$ cat src/verilog/odt_pkg.sv
package odt_pkg;

  // ----------------------------------------------------------------
  // register map
  // ----------------------------------------------------------------
  localparam logic [7:0]  CTRL_OFS       = 8'h00;
  localparam logic [7:0]  TIMING_OFS     = 8'h04;
  localparam logic [7:0]  STATUS_OFS     = 8'h08;
  localparam int          CTRL_WL_LSB    = 0;
  localparam int          CTRL_NOM_BIT   = 4;
  localparam int          CTRL_WR_LSB    = 5;
  localparam int          CTRL_DLL_BIT   = 7;
  localparam int          CTRL_PDDLL_BIT = 8;
  localparam int          TIM_CPDED_LSB  = 0;
  localparam int          TIM_XPDLL_LSB  = 8;
  localparam int          TIM_RFC_LSB    = 16;
  localparam logic [31:0] CTRL_RESET     = 32'h0000_0085;
  localparam logic [31:0] TIMING_RESET   = 32'h00D0_0A01;

  // ----------------------------------------------------------------
  // latency and timing constants
  // ----------------------------------------------------------------
  localparam int ODTL_SUB    = 2;
  localparam int CWN4_ADD    = 4;
  localparam int CWN8_ADD    = 6;
  localparam int CLK_PS      = 20000;
  localparam int AONPD_MIN_PS = 2000;
  localparam int AONPD_MAX_PS = 8500;
  localparam int AONPD_MIN_CYC = (AONPD_MIN_PS + CLK_PS - 1) / CLK_PS;
  localparam int AONPD_MAX_CYC = (AONPD_MAX_PS / CLK_PS) < 1 ? 1 : (AONPD_MAX_PS / CLK_PS);
  localparam int ASYNC_DLY   = (AONPD_MIN_CYC > AONPD_MAX_CYC) ? AONPD_MAX_CYC : AONPD_MIN_CYC;

  // ----------------------------------------------------------------
  // types
  // ----------------------------------------------------------------
  typedef enum logic [1:0] {
    RTT_OFF = 2'b00,
    RTT_NOM = 2'b01,
    RTT_WR  = 2'b10
  } rtt_e;

  typedef enum logic [3:0] {
    PM_SYNC  = 4'b0001,
    PM_ENTRY = 4'b0010,
    PM_ASYNC = 4'b0100,
    PM_EXIT  = 4'b1000
  } pm_e;

  typedef struct packed {
    logic ck;
    logic odt;
    logic cke;
    logic wr_cmd;
    logic wr_bl8;
    logic ref_cmd;
  } link_s;

endpackage

$ cat src/verilog/odt_ctrl.sv
// Added by the designer: the register offsets and register access over APB.
`timescale 1ns/10ps
module odt_ctrl #(
  parameter int HIST = 32
) (
  // clock and reset
  input  wire logic           i_clk,
  input  wire logic           i_rstn,
  // apb slave
  input  wire logic           i_psel,
  input  wire logic           i_penable,
  input  wire logic           i_pwrite,
  input  wire logic [7:0]     i_paddr,
  input  wire logic [31:0]    i_pwdata,
  output logic      [31:0]    o_prdata,
  output logic                o_pready,
  output logic                o_pslverr,
  // memory pins
  input  wire odt_pkg::link_s i_link,
  // termination
  output odt_pkg::rtt_e       o_rtt,
  output logic                o_async
);
  import odt_pkg::*;

  // ----------------------------------------------------------------
  // reset and pin synchronisers
  // ----------------------------------------------------------------
  logic        rst_a;
  logic        rstn;
  link_s       link_m;
  link_s       link_q;
  logic        ck_d;
  logic        ck_rise;
  logic        ck_fall;

  always_ff @(posedge i_clk or negedge i_rstn) begin
    if (!i_rstn) begin
      rst_a <= 1'b0;
      rstn  <= 1'b0;
    end else begin
      rst_a <= 1'b1;
      rstn  <= rst_a;
    end
  end

  always_ff @(posedge i_clk or negedge rstn) begin
    if (!rstn) begin
      link_m <= '0;
      link_q <= '0;
      ck_d   <= 1'b0;
    end else begin
      link_m <= i_link;
      link_q <= link_m;
      ck_d   <= link_q.ck;
    end
  end

  assign ck_rise = link_q.ck & ~ck_d;
  assign ck_fall = ~link_q.ck & ck_d;

  // ----------------------------------------------------------------
  // registers
  // ----------------------------------------------------------------
  logic [31:0] ctrl;
  logic [31:0] timing;
  logic [31:0] status;
  logic        addr_ok;
  logic [3:0]  wl;
  logic        nom_en;
  logic [1:0]  wr_sel;
  logic        dll_on;
  logic        pd_dll_on;
  logic [7:0]  t_cpded;
  logic [7:0]  t_xpdll;
  logic [7:0]  t_rfc;
  pm_e         pm;
  rtt_e        rtt;
  logic        ref_busy;

  assign wl        = ctrl[CTRL_WL_LSB +: 4];
  assign nom_en    = ctrl[CTRL_NOM_BIT];
  assign wr_sel    = ctrl[CTRL_WR_LSB +: 2];
  assign dll_on    = ctrl[CTRL_DLL_BIT];
  assign pd_dll_on = ctrl[CTRL_PDDLL_BIT];
  assign t_cpded   = timing[TIM_CPDED_LSB +: 8];
  assign t_xpdll   = timing[TIM_XPDLL_LSB +: 8];
  assign t_rfc     = timing[TIM_RFC_LSB +: 8];
  assign status    = {24'h00_0000, ref_busy, (pm == PM_ASYNC), pm, rtt};
  assign addr_ok   = (i_paddr == CTRL_OFS) || (i_paddr == TIMING_OFS) || (i_paddr == STATUS_OFS);
  assign o_pready  = 1'b1;
  assign o_pslverr = i_psel & i_penable & ~addr_ok;

  always_ff @(posedge i_clk or negedge rstn) begin
    if (!rstn) begin
      ctrl   <= CTRL_RESET;
      timing <= TIMING_RESET;
    end else if (i_psel && i_penable && i_pwrite) begin
      if (i_paddr == CTRL_OFS) begin
        ctrl <= {23'h00_0000, i_pwdata[8:0]};
      end
      if (i_paddr == TIMING_OFS) begin
        timing <= {8'h00, i_pwdata[23:0]};
      end
    end
  end

  always_ff @(posedge i_clk or negedge rstn) begin
    if (!rstn) begin
      o_prdata <= 32'h0000_0000;
    end else if (i_psel && !i_penable && !i_pwrite) begin
      case (i_paddr)
        CTRL_OFS:   o_prdata <= ctrl;
        TIMING_OFS: o_prdata <= timing;
        STATUS_OFS: o_prdata <= status;
        default:    o_prdata <= 32'h0000_0000;
      endcase
    end
  end

  // ----------------------------------------------------------------
  // odt and write history on ck rising edges
  // ----------------------------------------------------------------
  logic [HIST-1:0] odt_hist;
  logic [HIST-1:0] wr_hist;
  logic [HIST-1:0] bl8_hist;
  logic [HIST-1:0] next_wr_hist;
  logic [HIST-1:0] next_bl8_hist;
  logic [4:0]      odtl;
  logic            cmd_ok;
  logic            sync_on_now;
  logic            wr_win_now;

  // write window: strength switch at odtl, back at odtl+4 or odtl+6
  function automatic logic in_wr_window(input logic [HIST-1:0] w, input logic [HIST-1:0] b,
                                        input logic [4:0] lat);
    logic hit;
    int   lim;
    hit = 1'b0;
    for (int i = 0; i < HIST; i++) begin
      lim = int'(lat) + (b[i] ? CWN8_ADD : CWN4_ADD);
      if (w[i] && (i >= int'(lat)) && (i < lim)) begin
        hit = 1'b1;
      end
    end
    return hit;
  endfunction

  assign odtl          = {1'b0, wl} - 5'(ODTL_SUB);
  assign cmd_ok        = link_q.cke && (pm == PM_SYNC);
  assign next_wr_hist  = {wr_hist[HIST-2:0], link_q.wr_cmd & cmd_ok};
  assign next_bl8_hist = {bl8_hist[HIST-2:0], link_q.wr_bl8};
  assign sync_on_now   = (odtl == 5'h00) ? link_q.odt : odt_hist[odtl - 5'h01];
  assign wr_win_now    = in_wr_window(next_wr_hist, next_bl8_hist, odtl);

  always_ff @(posedge i_clk or negedge rstn) begin
    if (!rstn) begin
      odt_hist <= '0;
      wr_hist  <= '0;
      bl8_hist <= '0;
    end else if (ck_rise) begin
      odt_hist <= {odt_hist[HIST-2:0], link_q.odt};
      wr_hist  <= next_wr_hist;
      bl8_hist <= next_bl8_hist;
    end
  end

  // ----------------------------------------------------------------
  // synchronous termination: on at rise, off and strength at fall
  // ----------------------------------------------------------------
  logic sync_on;
  logic pend_on;
  logic wr_act;
  logic pend_wr;

  always_ff @(posedge i_clk or negedge rstn) begin
    if (!rstn) begin
      sync_on <= 1'b0;
      pend_on <= 1'b0;
    end else if (ck_rise) begin
      pend_on <= sync_on_now;
      if (sync_on_now) begin
        sync_on <= 1'b1;
      end
    end else if (ck_fall) begin
      sync_on <= pend_on;
    end
  end

  always_ff @(posedge i_clk or negedge rstn) begin
    if (!rstn) begin
      wr_act  <= 1'b0;
      pend_wr <= 1'b0;
    end else if (ck_rise) begin
      pend_wr <= wr_win_now && (wr_sel != 2'b00);
    end else if (ck_fall) begin
      wr_act <= pend_wr;
    end
  end

  // ----------------------------------------------------------------
  // asynchronous path: pin level after ASYNC_DLY clock cycles, without odtl
  // ----------------------------------------------------------------
  logic [ASYNC_DLY-1:0] async_pipe;

  always_ff @(posedge i_clk or negedge rstn) begin
    if (!rstn) begin
      async_pipe <= '0;
    end else begin
      async_pipe <= ASYNC_DLY'({async_pipe, link_q.odt});
    end
  end

  // ----------------------------------------------------------------
  // refresh tracking
  // ----------------------------------------------------------------
  logic [7:0] rfc_cnt;

  assign ref_busy = (rfc_cnt != 8'h00);

  always_ff @(posedge i_clk or negedge rstn) begin
    if (!rstn) begin
      rfc_cnt <= 8'h00;
    end else if (ck_rise) begin
      if (link_q.ref_cmd && cmd_ok) begin
        rfc_cnt <= t_rfc;
      end else if (ref_busy) begin
        rfc_cnt <= rfc_cnt - 8'h01;
      end
    end
  end

  // ----------------------------------------------------------------
  // power-down mode state machine
  // ----------------------------------------------------------------
  pm_e        next_pm;
  logic [7:0] pm_cnt;
  logic [7:0] next_pm_cnt;
  logic       cke_prev;
  logic       frozen_pd;

  assign frozen_pd = dll_on && !pd_dll_on;

  always_comb begin
    next_pm     = pm;
    next_pm_cnt = pm_cnt;
    if (ck_rise) begin
      case (pm)
        PM_SYNC: begin
          if (!link_q.cke && cke_prev && frozen_pd) begin
            next_pm     = PM_ENTRY;
            next_pm_cnt = (ref_busy && ((rfc_cnt - 8'h01) > t_cpded)) ? (rfc_cnt - 8'h01) : t_cpded;
          end
        end
        PM_ENTRY: begin
          if (link_q.cke) begin
            next_pm     = PM_EXIT;
            next_pm_cnt = t_xpdll;
          end else if (pm_cnt <= 8'h01) begin
            next_pm     = PM_ASYNC;
            next_pm_cnt = 8'h00;
          end else begin
            next_pm_cnt = pm_cnt - 8'h01;
          end
        end
        PM_ASYNC: begin
          if (link_q.cke) begin
            next_pm     = PM_EXIT;
            next_pm_cnt = t_xpdll;
          end
        end
        PM_EXIT: begin
          if (!link_q.cke) begin
            next_pm     = PM_ENTRY;
            next_pm_cnt = t_cpded;
          end else if (pm_cnt <= 8'h01) begin
            next_pm     = PM_SYNC;
            next_pm_cnt = 8'h00;
          end else begin
            next_pm_cnt = pm_cnt - 8'h01;
          end
        end
        default: begin
          next_pm     = PM_SYNC;
          next_pm_cnt = 8'h00;
        end
      endcase
    end
  end

  always_ff @(posedge i_clk or negedge rstn) begin
    if (!rstn) begin
      pm       <= PM_SYNC;
      pm_cnt   <= 8'h00;
      cke_prev <= 1'b0;
    end else begin
      pm     <= next_pm;
      pm_cnt <= next_pm_cnt;
      if (ck_rise) begin
        cke_prev <= link_q.cke;
      end
    end
  end

  // ----------------------------------------------------------------
  // termination select
  // ----------------------------------------------------------------
  rtt_e next_rtt;

  always_comb begin
    next_rtt = RTT_OFF;
    if (pm == PM_ASYNC) begin
      if (async_pipe[ASYNC_DLY-1] && nom_en) begin
        next_rtt = RTT_NOM;
      end
    end else if (sync_on) begin
      if (wr_act) begin
        next_rtt = RTT_WR;
      end else if (nom_en) begin
        next_rtt = RTT_NOM;
      end
    end
  end

  always_ff @(posedge i_clk or negedge rstn) begin
    if (!rstn) begin
      rtt <= RTT_OFF;
    end else begin
      rtt <= next_rtt;
    end
  end

  assign o_rtt   = rtt;
  assign o_async = (pm == PM_ASYNC);

endmodule

$ cat config.mk
export PLATFORM = sky130hd
export DESIGN_NAME = odt_ctrl
export DESIGN_NICKNAME = d
export VERILOG_FILES = /design/src/verilog/odt_pkg.sv /design/src/verilog/odt_ctrl.sv
export SDC_FILE = /design/constraint.sdc
export NUM_CORES = 1
export LEC_CHECK = 0
export ABC_CLOCK_PERIOD_IN_PS = 16550
export BUFFER_PORTS_ARGS = -buffer_cell sky130_fd_sc_hd__buf_4
export CAP_MARGIN = 0
export CELL_PAD_IN_SITES_DETAIL_PLACEMENT = 0
export CELL_PAD_IN_SITES_GLOBAL_PLACEMENT = 1
export CORE_ASPECT_RATIO = 1.1
export CORE_MARGIN = 2
export CORE_UTILIZATION = 35
export CTS_CLUSTER_DIAMETER = 200
export CTS_CLUSTER_SIZE = 24
export DETAILED_ROUTE_END_ITERATION = 16
export PLACE_DENSITY_LB_ADDON = 0.1
export SLEW_MARGIN = 15
export SYNTH_ARGS = -nofsm -noshare
export SYNTH_HDL_FRONTEND = slang
export SYNTH_SLANG_ARGS = --single-unit
export TNS_END_PERCENT = 50
$ cat constraint.sdc
create_clock -name i_clk -period 16.55 [get_ports i_clk]
set_clock_uncertainty 0.1 [all_clocks]
set_input_delay 0 -clock i_clk [delete_from_list [all_inputs] [get_ports i_clk]]
set_output_delay 0 -clock i_clk [all_outputs]
set_load 0.02 [all_outputs]
# After elaboration in Yosys (flattened, before gate mapping)
# Index checks and enable logic that the tools add are counted.
# op_classes
addsub	36
multipliers	0
div	0
order_cmp	66
eq_ne	11
shift	0
mux	92
n_bitwise	9
n_reduce_logical	94
# op_table
operator	count
$add 5x3->6	32
$lt 5x6->1 const A	16
$ge 5x5->1 const A	15
$logic_and 1x1->1	75
$pmux 24 s3	1
$mux 2	35
$mux 8	8
$lt 4x6->1 const A	8
$ge 4x5->1 const A	8
$mux 1	39
$pmux 8 s4	1
$lt 3x6->1 const A	4
$mux 4	6
$ge 3x5->1 const A	4
$pmux 4 s4	1
$sub 8x1->8 const B	2
$lt 1x6->1 const A	2
$lt 2x6->1 const A	2
$ge 1x5->1 const A	2
$ge 2x5->1 const A	2
$reduce_and 2->1	5
$eq 8x3->1 const B	1
$eq 8x4->1 const B	1
$gt 8x8->1	1
other kinds (21)	37
# totals
regBits	202
latch_bits	0
ram_bits	0
romBits	0
mem_count	0

# Depth between registers and ports, before layout
# Gate-level depths: netlist of the first run.
# depth
word_depth	38
mapped_depth	12

# Worst setup path after synthesis of the first run
# No wires, ideal clock.
# synth_timing
path_kind	reg2reg
startpoint	register ctrl[1]
endpoint	register pend_wr
t_arrival_ns	3.820
path_slack_ns	12.506
stages_incl_launch_ff	13
n_path_buf	3
synth_period_minus_slack_ns	4.044
cell_sequence	dfrtp_1 clkbuf_1 inv_1 ha_1 buf_2 clkbuf_1 nor3b_1 mux2i_1 o221ai_1 o2111ai_1 nor4_2 nand4_1 o31a_1
# synth_via
elab_chain_len	37
elab_cells_between_ends	192
# synth_rtl
element	line	rtl
from (decl)	odt_ctrl.sv:65	logic [31:0] ctrl;
from (signal assigned)	odt_ctrl.sv:100	ctrl <= {23'h00_0000, i_pwdata[8:0]};
$sub 4x2->5 (*)	odt_ctrl.sv:149	assign odtl = {1'b0, wl} - 5'(ODTL_SUB);
$add 5x3->6 / $ge 1x5->1 (equally long branches)	odt_ctrl.sv:141, odt_ctrl.sv:142	
$lt 1x6->1 / $logic_and 1x1->1 (equally long branches)	odt_ctrl.sv:142	if (w[i] && (i >= int'(lat)) && (i < lim)) begin
$logic_and 1x1->1	odt_ctrl.sv:142	
$mux 1 (31 in a row)	odt_ctrl.sv:142	
$mux 1 (*)	odt_ctrl.sv:142	
$logic_and 1x1->1 (*)	odt_ctrl.sv:195	pend_wr <= wr_win_now && (wr_sel != 2'b00);
to (signal assigned)	odt_ctrl.sv:195	
to (decl)	odt_ctrl.sv:174	logic pend_wr;
# Every way passes the cells marked *; elsewhere a longest branch is shown, timed or not.
# A chain may end at the register's enable or synchronous reset.

# Worst setup path in the final report of the first run
# layout_timing
startpoint	register ctrl[2]
endpoint	register pend_wr
# The elaborated chain is that of the path after synthesis.

==> metrics.md, run 1 <==
| Metric | Value |
|---|---|
| Post-Synth Adder-Cell Area | `8.38%` |
| CTS Buf Count | `17` |
| Sequential fraction of the synthesis area | `44.0%` |
| Reg2reg end | `pend_wr$_DFFE_PN0P_` |
| # DRC | `0` |
| Worst vdd ir | `roughly 0.076 mV` |
| Initial antenna violation count | `0` |
| Main combinational cell family by area after synthesis | `simple AND/OR/NAND/NOR gates` |
| WP data required | `between 15 and 20 ns` |
| Hold Path Class | `in -> reg` |
| Post-Route WL | `just over 30000 microns` |
| Max-cap violations | `0` |
| Leakage power | `6.21 nW` |
| Via Count | `between 8k and 9k` |
| FFs w/ async S/R, synth | `100%` |
| Post-Synth Simple-Gate Area | `21.2%` |
| Fillcell total | `around 3.2k` |
| Clock Pin Slew Worst Setup and Hold Paths | `0.07 ns` |
| Crit-path cells | `inv_1, ha_2, buf_4, nand2b_1, nand2_1, a211o_1, o211a_1, a2111oi_0, nand4_1, o31a_1` |
| Hold_sp | `i_paddr[0]` |
| Crit path DAT | `~4.5 ns` |
| Main synth FF type | `dfrtp_1` |
| Placed instance area | `~12000 sq um` |
| Fin crit period | `~4.3 ns` |
| Power density cells | `around 99 nW/um^2` |
| NumNets Final | `around 1.4k` |
| Placer Congestion | `between 0.8 and 0.9` |
| RSZ-0062 raised after global routing | `false` |
| Layout area overhead | `16.6%` |
| Crit Path Category | `reg -> reg` |
| CP Capture Type | `flip-flop` |
| Post-Synthesis Cells | `around 1.2k` |
| Setup TNS | `0 ns` |
| Setup Fix Bufs, Post-CTS | `0` |
| TritonCTS Sinks | `194` |
| Setup crit start | `ctrl[2]$_DFFE_PN1P_` |
| Status | `completed` |
| Max Root-Sink Buffers | `2` |
| Die area | `33000 sq um` |
| Fin area | `roughly 13000 sq um` |
| DP HPWL | `20800 microns` |
| Post-synthesis mux area share | `6.86%` |
| Via-to-Cell Ratio | `between 5 and 6` |
| DR pass1 iterations | `5` |
| Synth Area in Compound Gates | `13.0%` |
| GRT Util Overall | `slightly below 20%` |
| Final worst path period share | `roughly 26%` |
| Final hold vios | `0` |
| Die X | `173 microns` |
| Biggest area consumer among synthesized cells | `dfrtp_1` |
| Slew Limit Fails | `0` |
| Port Buffers | `70` |
| Syn avg cell area | `9.02 sq um` |
| Worst skew pair latency | `roughly 0.45 ns` |
| Vias in the first global route | `about 8.6k` |
| Unique masters post-synth | `74` |
| GRT overflow | `0` |
| Core Footprint | `between 30000 and 40000 sq um` |
| Slew @ Worst Pin | `around 1.2 ns` |
| Top cells by area, synth | `dfrtp_1 42%, nand2_1 12%, ha_1 8.4%` |
| Final setup vio count | `0` |
| Clock tree from TritonCTS | `done` |
| Worst-path maximum fanout | `just over 40` |
| Chip Height | `190 microns` |
| Fraction of layout cells with a size suffix above 1 | `between 10 and 15%` |
| Htree depth | `4` |
| Routed Antenna Nets | `0` |
| DR WL/cell | `roughly 18 microns` |
| R2R depth | `10` |
| Num ports | `between 80 and 90` |
| Yosys warns | `0` |
| Worst Setup Start Kind | `flip-flop` |
| Mapped cell area | `between 10000 and 15000 sq um` |
| Reg-to-Reg Start | `ctrl[2]$_DFFE_PN1P_` |
| Synth Area in XOR/XNOR | `1.73%` |
| Site Rows | `just under 70` |
| First-pass GRT wire length | `49900 microns` |
| EDFF count, synth | `0` |
| Maximum clock rate | `235 MHz` |
| Reg2Reg Setup Slack | `roughly 12 ns` |
| CP Capture Point | `pend_wr$_DFFE_PN0P_` |
| Slew headroom | `between 20% and 30%` |
| 1st-iter DRT viols | `624` |
| Clk root buf | `clkbuf_16` |
| Initial core utilization | `about 35%` |
| Critical-path top delay cell | `ha_2` |
| Top cell type's share of synthesized area | `41.7%` |
| ANT cells | `0` |
| Worst path max stage delay | `approximately 0.75 ns` |
| Largest net degree at the start of global routing | `between 70 and 80` |
| #FFs+latches synth | `194` |
[metrics by stage]
| step | util [%] | setup WS [ns] | hold slack (ns) | total power, mW | std cells |
|---|---|---|---|---|---|
| floorplan | - | 10.66 | -0.396 | 0.780 | 1233 |
| global placement | 38.3 | 12.27 | -0.318 | 0.869 | 1666 |
| detailed placement | 38.3 | 12.23 | -0.315 | 0.871 | 1666 |
| CTS | 41.3 | 12.22 | 0.0620 | 1.29 | 1733 |
| global route | 41.3 | 11.95 | 0.0910 | 1.36 | 1733 |
| finish | 41.3 | 12.29 | 0.0890 | 1.28 | 1733 |
[per-layer routing]
metal / share of wire [%] / GRT usage (%) / vias up
met5: 0 / 0 / -
met4: 1.0 / 4.79 / 0
met3: 2.7 / 2.69 / 20
met2: 45 / 30.1 / 124
met1: 51 / 28.2 / 4397
li1: - / - / 4338
[worst max-delay path: cells and delay by family (launching register included)]
family | cells | cell delay [ns]
simple gates | 3 | 0.51
buf+inv | 2 | 0.75
compound gates | 4 | 1.27
fa+ha+maj | 1 | 0.75
flops | 1 | 0.73
[cell usage after synthesis, types with 11 or more instances]
master,instances
a21oi_1,40
ha_1,74
nor2b_1,15
xnor2_1,12
nand2_1,361
dfrtp_1,184
buf_1,11
buf_2,12
a22o_1,19
inv_1,52
nor2_1,50
nand3_1,21
nand2b_1,25
o21ai_0,60
mux2i_1,24
nor3_1,19
mux2_2,26
clkbuf_1,40
[power breakdown]
part | internal, mW | switching, mW
registers | 0.521 | 0.0550
clock network | 0.201 | 0.208
logic | 0.120 | 0.172
total | 0.842 | 0.435
[kinds of logic after synthesis]
kind of cell,Yosys count
fa+ha+maj,74
compound gates,212
mux,60
other cells,2
xor+xnor,21
flops,194
buf+inv,125
simple gates,537
[registers in the layout (all words and copies together) (netlist names)]
name        count
async_pipe      1
bl8_hist       31
ck_d            1
cke_prev        1
ctrl            9
link_m          6
link_q          6
o_prdata       24
o_rtt           2
odt_hist       32
pend_on         1
pend_wr         1
pm              4
pm_cnt          8
rfc_cnt         8
rst_a           1
rstn            1
sync_on         1
timing         24
wr_act          1
wr_hist        31
[cell usage in the layout (no fill, tap or decap), drive strengths merged, types with 5 or more instances in the layout]
master / n
a222oi: 6
xor2: 8
nand2: 361
nand2b: 25
nor2: 51
o221ai: 8
a21boi: 5
clkinv: 5
nor2b: 15
o21bai: 5
buf: 86
nand3: 21
and3: 5
conb: 10
a31oi: 9
dfrtp: 184
nand4: 8
o21ai: 60
mux2i: 24
xnor2: 13
nor4: 7
nor3b: 5
o21a: 5
ha: 74
nor3: 20
dlygate4sd3: 35
dfstp: 10
a22o: 19
mux2: 26
a22oi: 5
clkbuf: 18
a21oi: 40
inv: 61
mux4: 10
[cell type report]
class	instances	area [sq um]	share of cell area, %
flip-flops and latches	194	4870	37.8
well taps	420	526	4.08
multi-input cells	914	5730	44.5
inverters	52	195	1.52
clock inverters	14	138	1.07
repair buffers	121	996	7.73
clock buffers	18	429	3.33
[worst min path at each step]
stage                              endpoint  slack (ns)  cells past startpoint
global placement            rst_a$_DFF_PN0_       -0.32                      1
global route            link_m[1]$_DFF_PN0_        0.09                      2
CTS                     link_m[4]$_DFF_PN0_        0.06                      2
finish              o_prdata[7]$_DFFE_PN0P_        0.09                      5
detailed placement           rstn$_DFF_PN0_       -0.31                      1
floorplan                   rst_a$_DFF_PN0_       -0.40                      0
[repair_timing]
item | in CTS | in global routing
resized for setup | 0 | 0
hold buffers | 35 | 0
hold endpoints to repair | 49 | 0
No activity file was read; power rests on OpenSTA's default activity.
==> inputs of run 2 (changes only) <==
ABC_CLOCK_PERIOD_IN_PS = 3500   (was 16550)
clock period = 3.5 ns   (was 16.55 ns; I/O delays follow)
==> metrics.md, run 2 (synthesized netlist as in run 1, its figures left out) <==
| Metric | Value |
|---|---|
| Slew @ Worst Pin | `1.03 ns (was 1.16 ns)` |
| Clock tree from TritonCTS | `done (unchanged)` |
| Worst path max stage delay | `0.60 ns (was 0.75 ns)` |
| WP data required | `3.75 ns (was 16.78 ns)` |
| First-pass GRT wire length | `51100 microns (was 49900 microns)` |
| Fraction of layout cells with a size suffix above 1 | `15.1% (was 13.9%)` |
| Worst vdd ir | `0.312 mV (was 0.0760 mV)` |
| Max reg flops | `32 (unchanged)` |
| CP Capture Type | `flip-flop (unchanged)` |
| Power density cells | `473 nW/um^2 (was 99.1 nW/um^2)` |
| Most frequent cells in the layout | `361 x nand2_1, 183 x dfrtp_1, 105 x buf_4 (was 361 x nand2_1, 183 x dfrtp_1, 86 x buf_4)` |
| Core Footprint | `31200 sq um (unchanged)` |
| Critical-path top delay cell | `xor2_1 (was ha_2)` |
| Biggest register | `odt_hist (unchanged)` |
| CTS Buf Count | `17 (unchanged)` |
| Worst-path maximum fanout | `10 (was 41)` |
| NumNets Final | `1446 (was 1425)` |
| # DRC | `0 (unchanged)` |
| Final Non-Filler Cells | `1755 (was 1733)` |
| Max-cap violations | `0 (unchanged)` |
| Initial antenna violation count | `1 (was 0)` |
| Htree depth | `4 (unchanged)` |
| Slew headroom | `31.2% (was 22.2%)` |
| Worst Setup Start Kind | `flip-flop (unchanged)` |
| Crit path DAT | `3.41 ns (was 4.50 ns)` |
| RSZ-0062 raised after global routing | `false (unchanged)` |
| Worst skew pair latency | `0.46 ns (was 0.45 ns)` |
| Max Root-Sink Buffers | `2 (unchanged)` |
| Clock Pin Slew Worst Setup and Hold Paths | `0.08 ns (was 0.07 ns)` |
| Via-to-Cell Ratio | `5.07 (was 5.12)` |
| Maximum clock rate | `316 MHz (was 235 MHz)` |
| Placed instance area | `12100 sq um (was 12000 sq um)` |
| Die area | `33000 sq um (unchanged)` |
| Chip Height | `190 microns (unchanged)` |
| Post-Route WL | `31200 microns (was 30700 microns)` |
| Placed Cells | `1687 (was 1666)` |
| Fin area | `13100 sq um (was 12900 sq um)` |
| Site Rows | `68 (unchanged)` |
| Final hold vios | `0 (unchanged)` |
| TritonCTS Sinks | `194 (unchanged)` |
| Crit Path Category | `reg -> reg (unchanged)` |
| Initial core utilization | `35.4% (unchanged)` |
| Vias in the first global route | `8878 (was 8637)` |
| Largest net degree at the start of global routing | `96 (was 77)` |
| Post-CTS sizing | `0 (unchanged)` |
| Leakage power | `6.32 nW (was 6.21 nW)` |
| Crit-path cells | `inv_1, ha_1, xor2_1, buf_4, nand2b_1, a31oi_1, o32ai_1, nor4_2, nand4_1, o31a_1 (was inv_1, ha_2, buf_4, nand2b_1, nand2_1, a211o_1, o211a_1, a2111oi_0, nand4_1, o31a_1)` |
| 1st-iter DRT viols | `525 (was 624)` |
| DR pass1 iterations | `6 (was 5)` |
| Status | `completed (unchanged)` |
| Num ports | `88 (unchanged)` |
| Hold Path Class | `in -> reg (unchanged)` |
| Clk root buf | `clkbuf_16 (unchanged)` |
| Layout area overhead | `18.5% (was 16.6%)` |
| GRT Util Overall | `19.7% (was 19.3%)` |
| Routed Antenna Nets | `0 (unchanged)` |
| Slew Limit Fails | `0 (unchanged)` |
| Placer Congestion | `0.828 (was 0.812)` |
| Final setup vio count | `0 (unchanged)` |
| GRT overflow | `0 (unchanged)` |
| DP HPWL | `21900 microns (was 20800 microns)` |
| DR WL/cell | `17.8 microns (was 17.7 microns)` |
| Via Count | `8901 (was 8879)` |
| Final worst path period share | `90.4% (was 25.8%)` |
| Commonest non-fill, non-tap cell in the layout | `nand2_1 (unchanged)` |
| Fin crit period | `3.16 ns (was 4.26 ns)` |
| Port Buffers | `70 (unchanged)` |
| Die X | `173 microns (unchanged)` |
| Biggest registers after layout | `odt_hist x32, bl8_hist x31, wr_hist x31 (unchanged)` |
-- run 2: final timing paths --
check                               startpoint  slack, ns  cells past startpoint                       end
max                        ctrl[2]$_DFFE_PN1P_       0.34                     10       pend_wr$_DFFE_PN0P_
min                                 i_paddr[0]       0.06                      5   o_prdata[7]$_DFFE_PN0P_
max reg2reg                ctrl[2]$_DFFE_PN1P_       0.34                     10       pend_wr$_DFFE_PN0P_
min reg2reg                     rstn$_DFF_PN0_       0.22                      0  o_prdata[20]$_DFFE_PN0P_
max in group asynchronous       rstn$_DFF_PN0_       2.21                      1  bl8_hist[24]$_DFFE_PN0P_
min in group asynchronous       rstn$_DFF_PN0_       0.22                      0  o_prdata[20]$_DFFE_PN0P_
-- run 2: area by class of cell --
class,count,area [sq um]
Clock buffer,18,429
Tap cell,420,526
Clock inverter,14,170
Fill cell,3134,18100
Timing Repair Buffer,142,1180
Antenna cell,1,2.50
Multi-Input combinational cell,914,5720
Sequential cell,194,4870
Inverter,52,195
-- run 2: worst max-delay path: cells and delay by family, from the launching register on --
kind | cells | cell delay, ns
and+or+nand+nor | 3 | 0.49
AOI/OAI and AO/OA | 3 | 0.59
DFF | 1 | 0.53
buffers and inverters | 2 | 0.40
adders and majority gates | 1 | 0.36
xor gates and xnor gates | 1 | 0.60
-- run 2: layer usage --
metal | wire length, microns | vias to the layer above | global-route usage (%)
met4 | 337 | 0 | 4.99
met5 | 0 | - | 0
met1 | 16300 | 4338 | 29.3
met2 | 13700 | 149 | 30.0
met3 | 945 | 19 | 3.05
li1 | - | 4395 | -
-- run 2: per-stage QoR --
| stage | util (%) | worst slack [ns] | power, mW | TNS (ns) | hold slack [ns] |
|---|---|---|---|---|---|
| finish | 41.9 | 0.335 | 6.19 | 0 | 0.0552 |
| global route | 41.9 | 0.0464 | 6.59 | 0 | 0.0868 |
| CTS | 41.9 | 0.355 | 6.26 | 0 | 0.0587 |
| detailed placement | 38.9 | 0.379 | 4.19 | 0 | -0.315 |
| global placement | 38.9 | 0.412 | 4.18 | 0 | -0.318 |
| floorplan | - | -0.544 | 3.69 | -1.17 | -0.396 |
-- run 2: power breakdown --
group / switching [mW] / total (mW) / internal (mW) / leakage, nW
clock: 0.996 / 2.02 / 1.02 / 0.281
combinational: 0.814 / 1.44 / 0.626 / 3.48
sequential: 0.273 / 2.74 / 2.46 / 2.56
-- run 2: what timing repair did --
item | 4_1_cts | 5_1_grt
buffers inserted | 0 | 0
endpoints found under the hold margin | 49 | 0
hold buffers | 35 | 0
==> inputs of run 3 (changes only) <==
SETUP_SLACK_MARGIN = 0.4   (was default)
==> metrics.md, run 3 (synthesized netlist as in run 1, its figures left out) <==
| Metric | Value |
|---|---|
| Chip Height | `190 microns (unchanged)` |
| Largest net degree at the start of global routing | `150 (was 96)` |
| Slew headroom | `25.7% (was 31.2%)` |
| Clock tree from TritonCTS | `done (unchanged)` |
| CTS Buf Count | `17 (unchanged)` |
| Max-cap violations | `0 (unchanged)` |
| 1st-iter DRT viols | `692 (was 525)` |
| GRT Util Overall | `19.4% (was 19.7%)` |
| Die X | `173 microns (unchanged)` |
| Worst-path maximum fanout | `10 (unchanged)` |
| Crit Path Category | `reg -> reg (unchanged)` |
| Max Root-Sink Buffers | `2 (unchanged)` |
| First-pass GRT wire length | `50200 microns (was 51100 microns)` |
| Final setup vio count | `0 (unchanged)` |
| Leakage power | `6.46 nW (was 6.32 nW)` |
| Site Rows | `68 (unchanged)` |
| RSZ-0062 raised after global routing | `true (was false)` |
| Layout area overhead | `21.6% (was 18.5%)` |
| Hold_sp | `i_paddr[0] (unchanged)` |
| Port Buffers | `70 (unchanged)` |
| R2R depth | `10 (unchanged)` |
| Status | `completed (unchanged)` |
| Num ports | `88 (unchanged)` |
| Final worst path period share | `87.0% (was 90.4%)` |
| Reg-to-Reg Start | `ctrl[1]$_DFFE_PN0P_ (was ctrl[2]$_DFFE_PN1P_)` |
| Biggest registers after layout | `odt_hist x32, bl8_hist x31, wr_hist x31 (unchanged)` |
| Power density cells | `463 nW/um^2 (was 473 nW/um^2)` |
| Max reg flops | `32 (unchanged)` |
| Worst skew pair latency | `0.45 ns (was 0.46 ns)` |
| Vias in the first global route | `8684 (was 8878)` |
| Initial core utilization | `35.4% (unchanged)` |
| Die area | `33000 sq um (unchanged)` |
| Post-Route WL | `31700 microns (was 31200 microns)` |
| Final hold slack | `0.0648 ns (was 0.0552 ns)` |
| Reg2Reg Setup Slack | `0.45 ns (was 0.34 ns)` |
| Via-to-Cell Ratio | `5.11 (was 5.07)` |
| Most frequent cells in the layout | `360 x nand2_1, 182 x dfrtp_1, 115 x buf_4 (was 361 x nand2_1, 183 x dfrtp_1, 105 x buf_4)` |
| Fraction of layout cells with a size suffix above 1 | `18.1% (was 15.1%)` |
| Clk root buf | `clkbuf_16 (unchanged)` |
| Reg2reg end | `pend_wr$_DFFE_PN0P_ (unchanged)` |
| Biggest register | `odt_hist (unchanged)` |
| Clock Pin Slew Worst Setup and Hold Paths | `0.08 ns (about the same)` |
| GRT overflow | `0 (unchanged)` |
| Crit path DAT | `3.29 ns (was 3.41 ns)` |
| Slew Limit Fails | `0 (unchanged)` |
| Initial antenna violation count | `1 (unchanged)` |
| Worst vdd ir | `0.337 mV (was 0.312 mV)` |
| Routed Antenna Nets | `0 (unchanged)` |
| NumNets Final | `1464 (was 1446)` |
| WHS Endpoint | `o_prdata[7]$_DFFE_PN0P_ (unchanged)` |
| Placer Congestion | `0.830 (was 0.828)` |
| Via Count | `9056 (was 8901)` |
| WP data required | `3.75 ns (about the same)` |
| Final Non-Filler Cells | `1773 (was 1755)` |
| TritonCTS Sinks | `194 (unchanged)` |
| Core Footprint | `31200 sq um (unchanged)` |
| Htree depth | `4 (unchanged)` |
| Placed Cells | `1683 (was 1687)` |
| Fin crit period | `3.05 ns (was 3.16 ns)` |
| Slew @ Worst Pin | `1.11 ns (was 1.03 ns)` |
| Hold path depth | `5 (unchanged)` |
| Commonest non-fill, non-tap cell in the layout | `nand2_1 (unchanged)` |
| DR pass1 iterations | `5 (was 6)` |
| Worst Setup Start Kind | `flip-flop (unchanged)` |
| Hold Path Class | `in -> reg (unchanged)` |
| Maximum clock rate | `328 MHz (was 316 MHz)` |
| Final hold vios | `0 (unchanged)` |
| # DRC | `0 (unchanged)` |
| CP Capture Type | `flip-flop (unchanged)` |
| DP HPWL | `21500 microns (was 21900 microns)` |
| DR WL/cell | `17.9 microns (was 17.8 microns)` |
-- run 3: where the power goes --
| group | internal, mW | switching, mW | total (mW) |
|---|---|---|---|
| sequential | 2.46 | 0.263 | 2.73 |
| clock | 0.950 | 0.998 | 1.95 |
| combinational | 0.695 | 0.853 | 1.55 |
| total | 4.11 | 2.11 | 6.22 |
-- run 3: how the worst max path moves through the flow --
stage,start,end,cells after the start,slack (ns)
2_1_floorplan,ctrl[1]$_DFFE_PN0P_,pend_wr$_DFFE_PN0P_,12,-0.02
3_3_place_gp,ctrl[1]$_DFFE_PN0P_,pend_wr$_DFFE_PN0P_,10,0.22
3_5_place_dp,ctrl[1]$_DFFE_PN0P_,pend_wr$_DFFE_PN0P_,10,0.18
4_1_cts,ctrl[0]$_DFFE_PN1P_,pend_on$_DFFE_PN0P_,8,0.39
5_1_grt,rfc_cnt[0]$_DFFE_PN0P_,pm_cnt[1]$_DFFE_PN0P_,12,0.33
6_report,ctrl[1]$_DFFE_PN0P_,pend_wr$_DFFE_PN0P_,10,0.45
-- run 3: layout make-up --
class | instances | area (sq um)
tap | 420 | 526
multi-input combinational | 914 | 5890
clock buffer | 18 | 429
antenna | 1 | 2.50
inverter | 52 | 199
timing repair buffer | 160 | 1380
sequential | 194 | 4870
fill | 3116 | 17800
clock inverter | 14 | 144
-- run 3: routing by layer --
metal / track usage [%] / share of wire [%] / routed length [microns]
met1: 28.8 / 50 / 15900
met4: 5.22 / 1.3 / 422
met5: 0 / 0.041 / 13
met3: 2.87 / 3.8 / 1190
met2: 29.5 / 45 / 14100
-- run 3: per-stage QoR --
step / cell area (sq um) / util [%] / power (mW) / TNS, ns / worst slack (ns)
after floorplan: 11100 / - / 3.69 / -0.0153 / -0.0153
after global placement: 12100 / 38.8 / 4.17 / 0 / 0.219
after detailed placement: 12100 / 38.8 / 4.18 / 0 / 0.184
after CTS: 13100 / 41.8 / 6.19 / 0 / 0.395
after global routing: 13400 / 43.0 / 6.62 / 0 / 0.327
final: 13400 / 43.0 / 6.22 / 0 / 0.454
-- run 3: what timing repair did --
| action | CTS | global route |
|---|---|---|
| hold buffers | 35 | 0 |
| gates resized for setup | 3 | 48 |
| cloned | 0 | 1 |
| endpoints found under the hold margin | 49 | 0 |
| endpoints found under the setup margin | 3 | 11 |
| buffers inserted | 3 | 18 |
| pin swaps | 1 | 14 |
-- run 3: critical path, cell delays in order, from the launching register on --
cell and delay, ns:
dfrtp_2 0.40, clkinvlp_4 0.21, ha_4 0.34, clkbuf_4 0.20, buf_4 0.20, a221o_2 0.48, a22oi_2 0.19, a31oi_1 0.06
a32oi_1 0.30, nand4_1 0.16, o31a_1 0.30
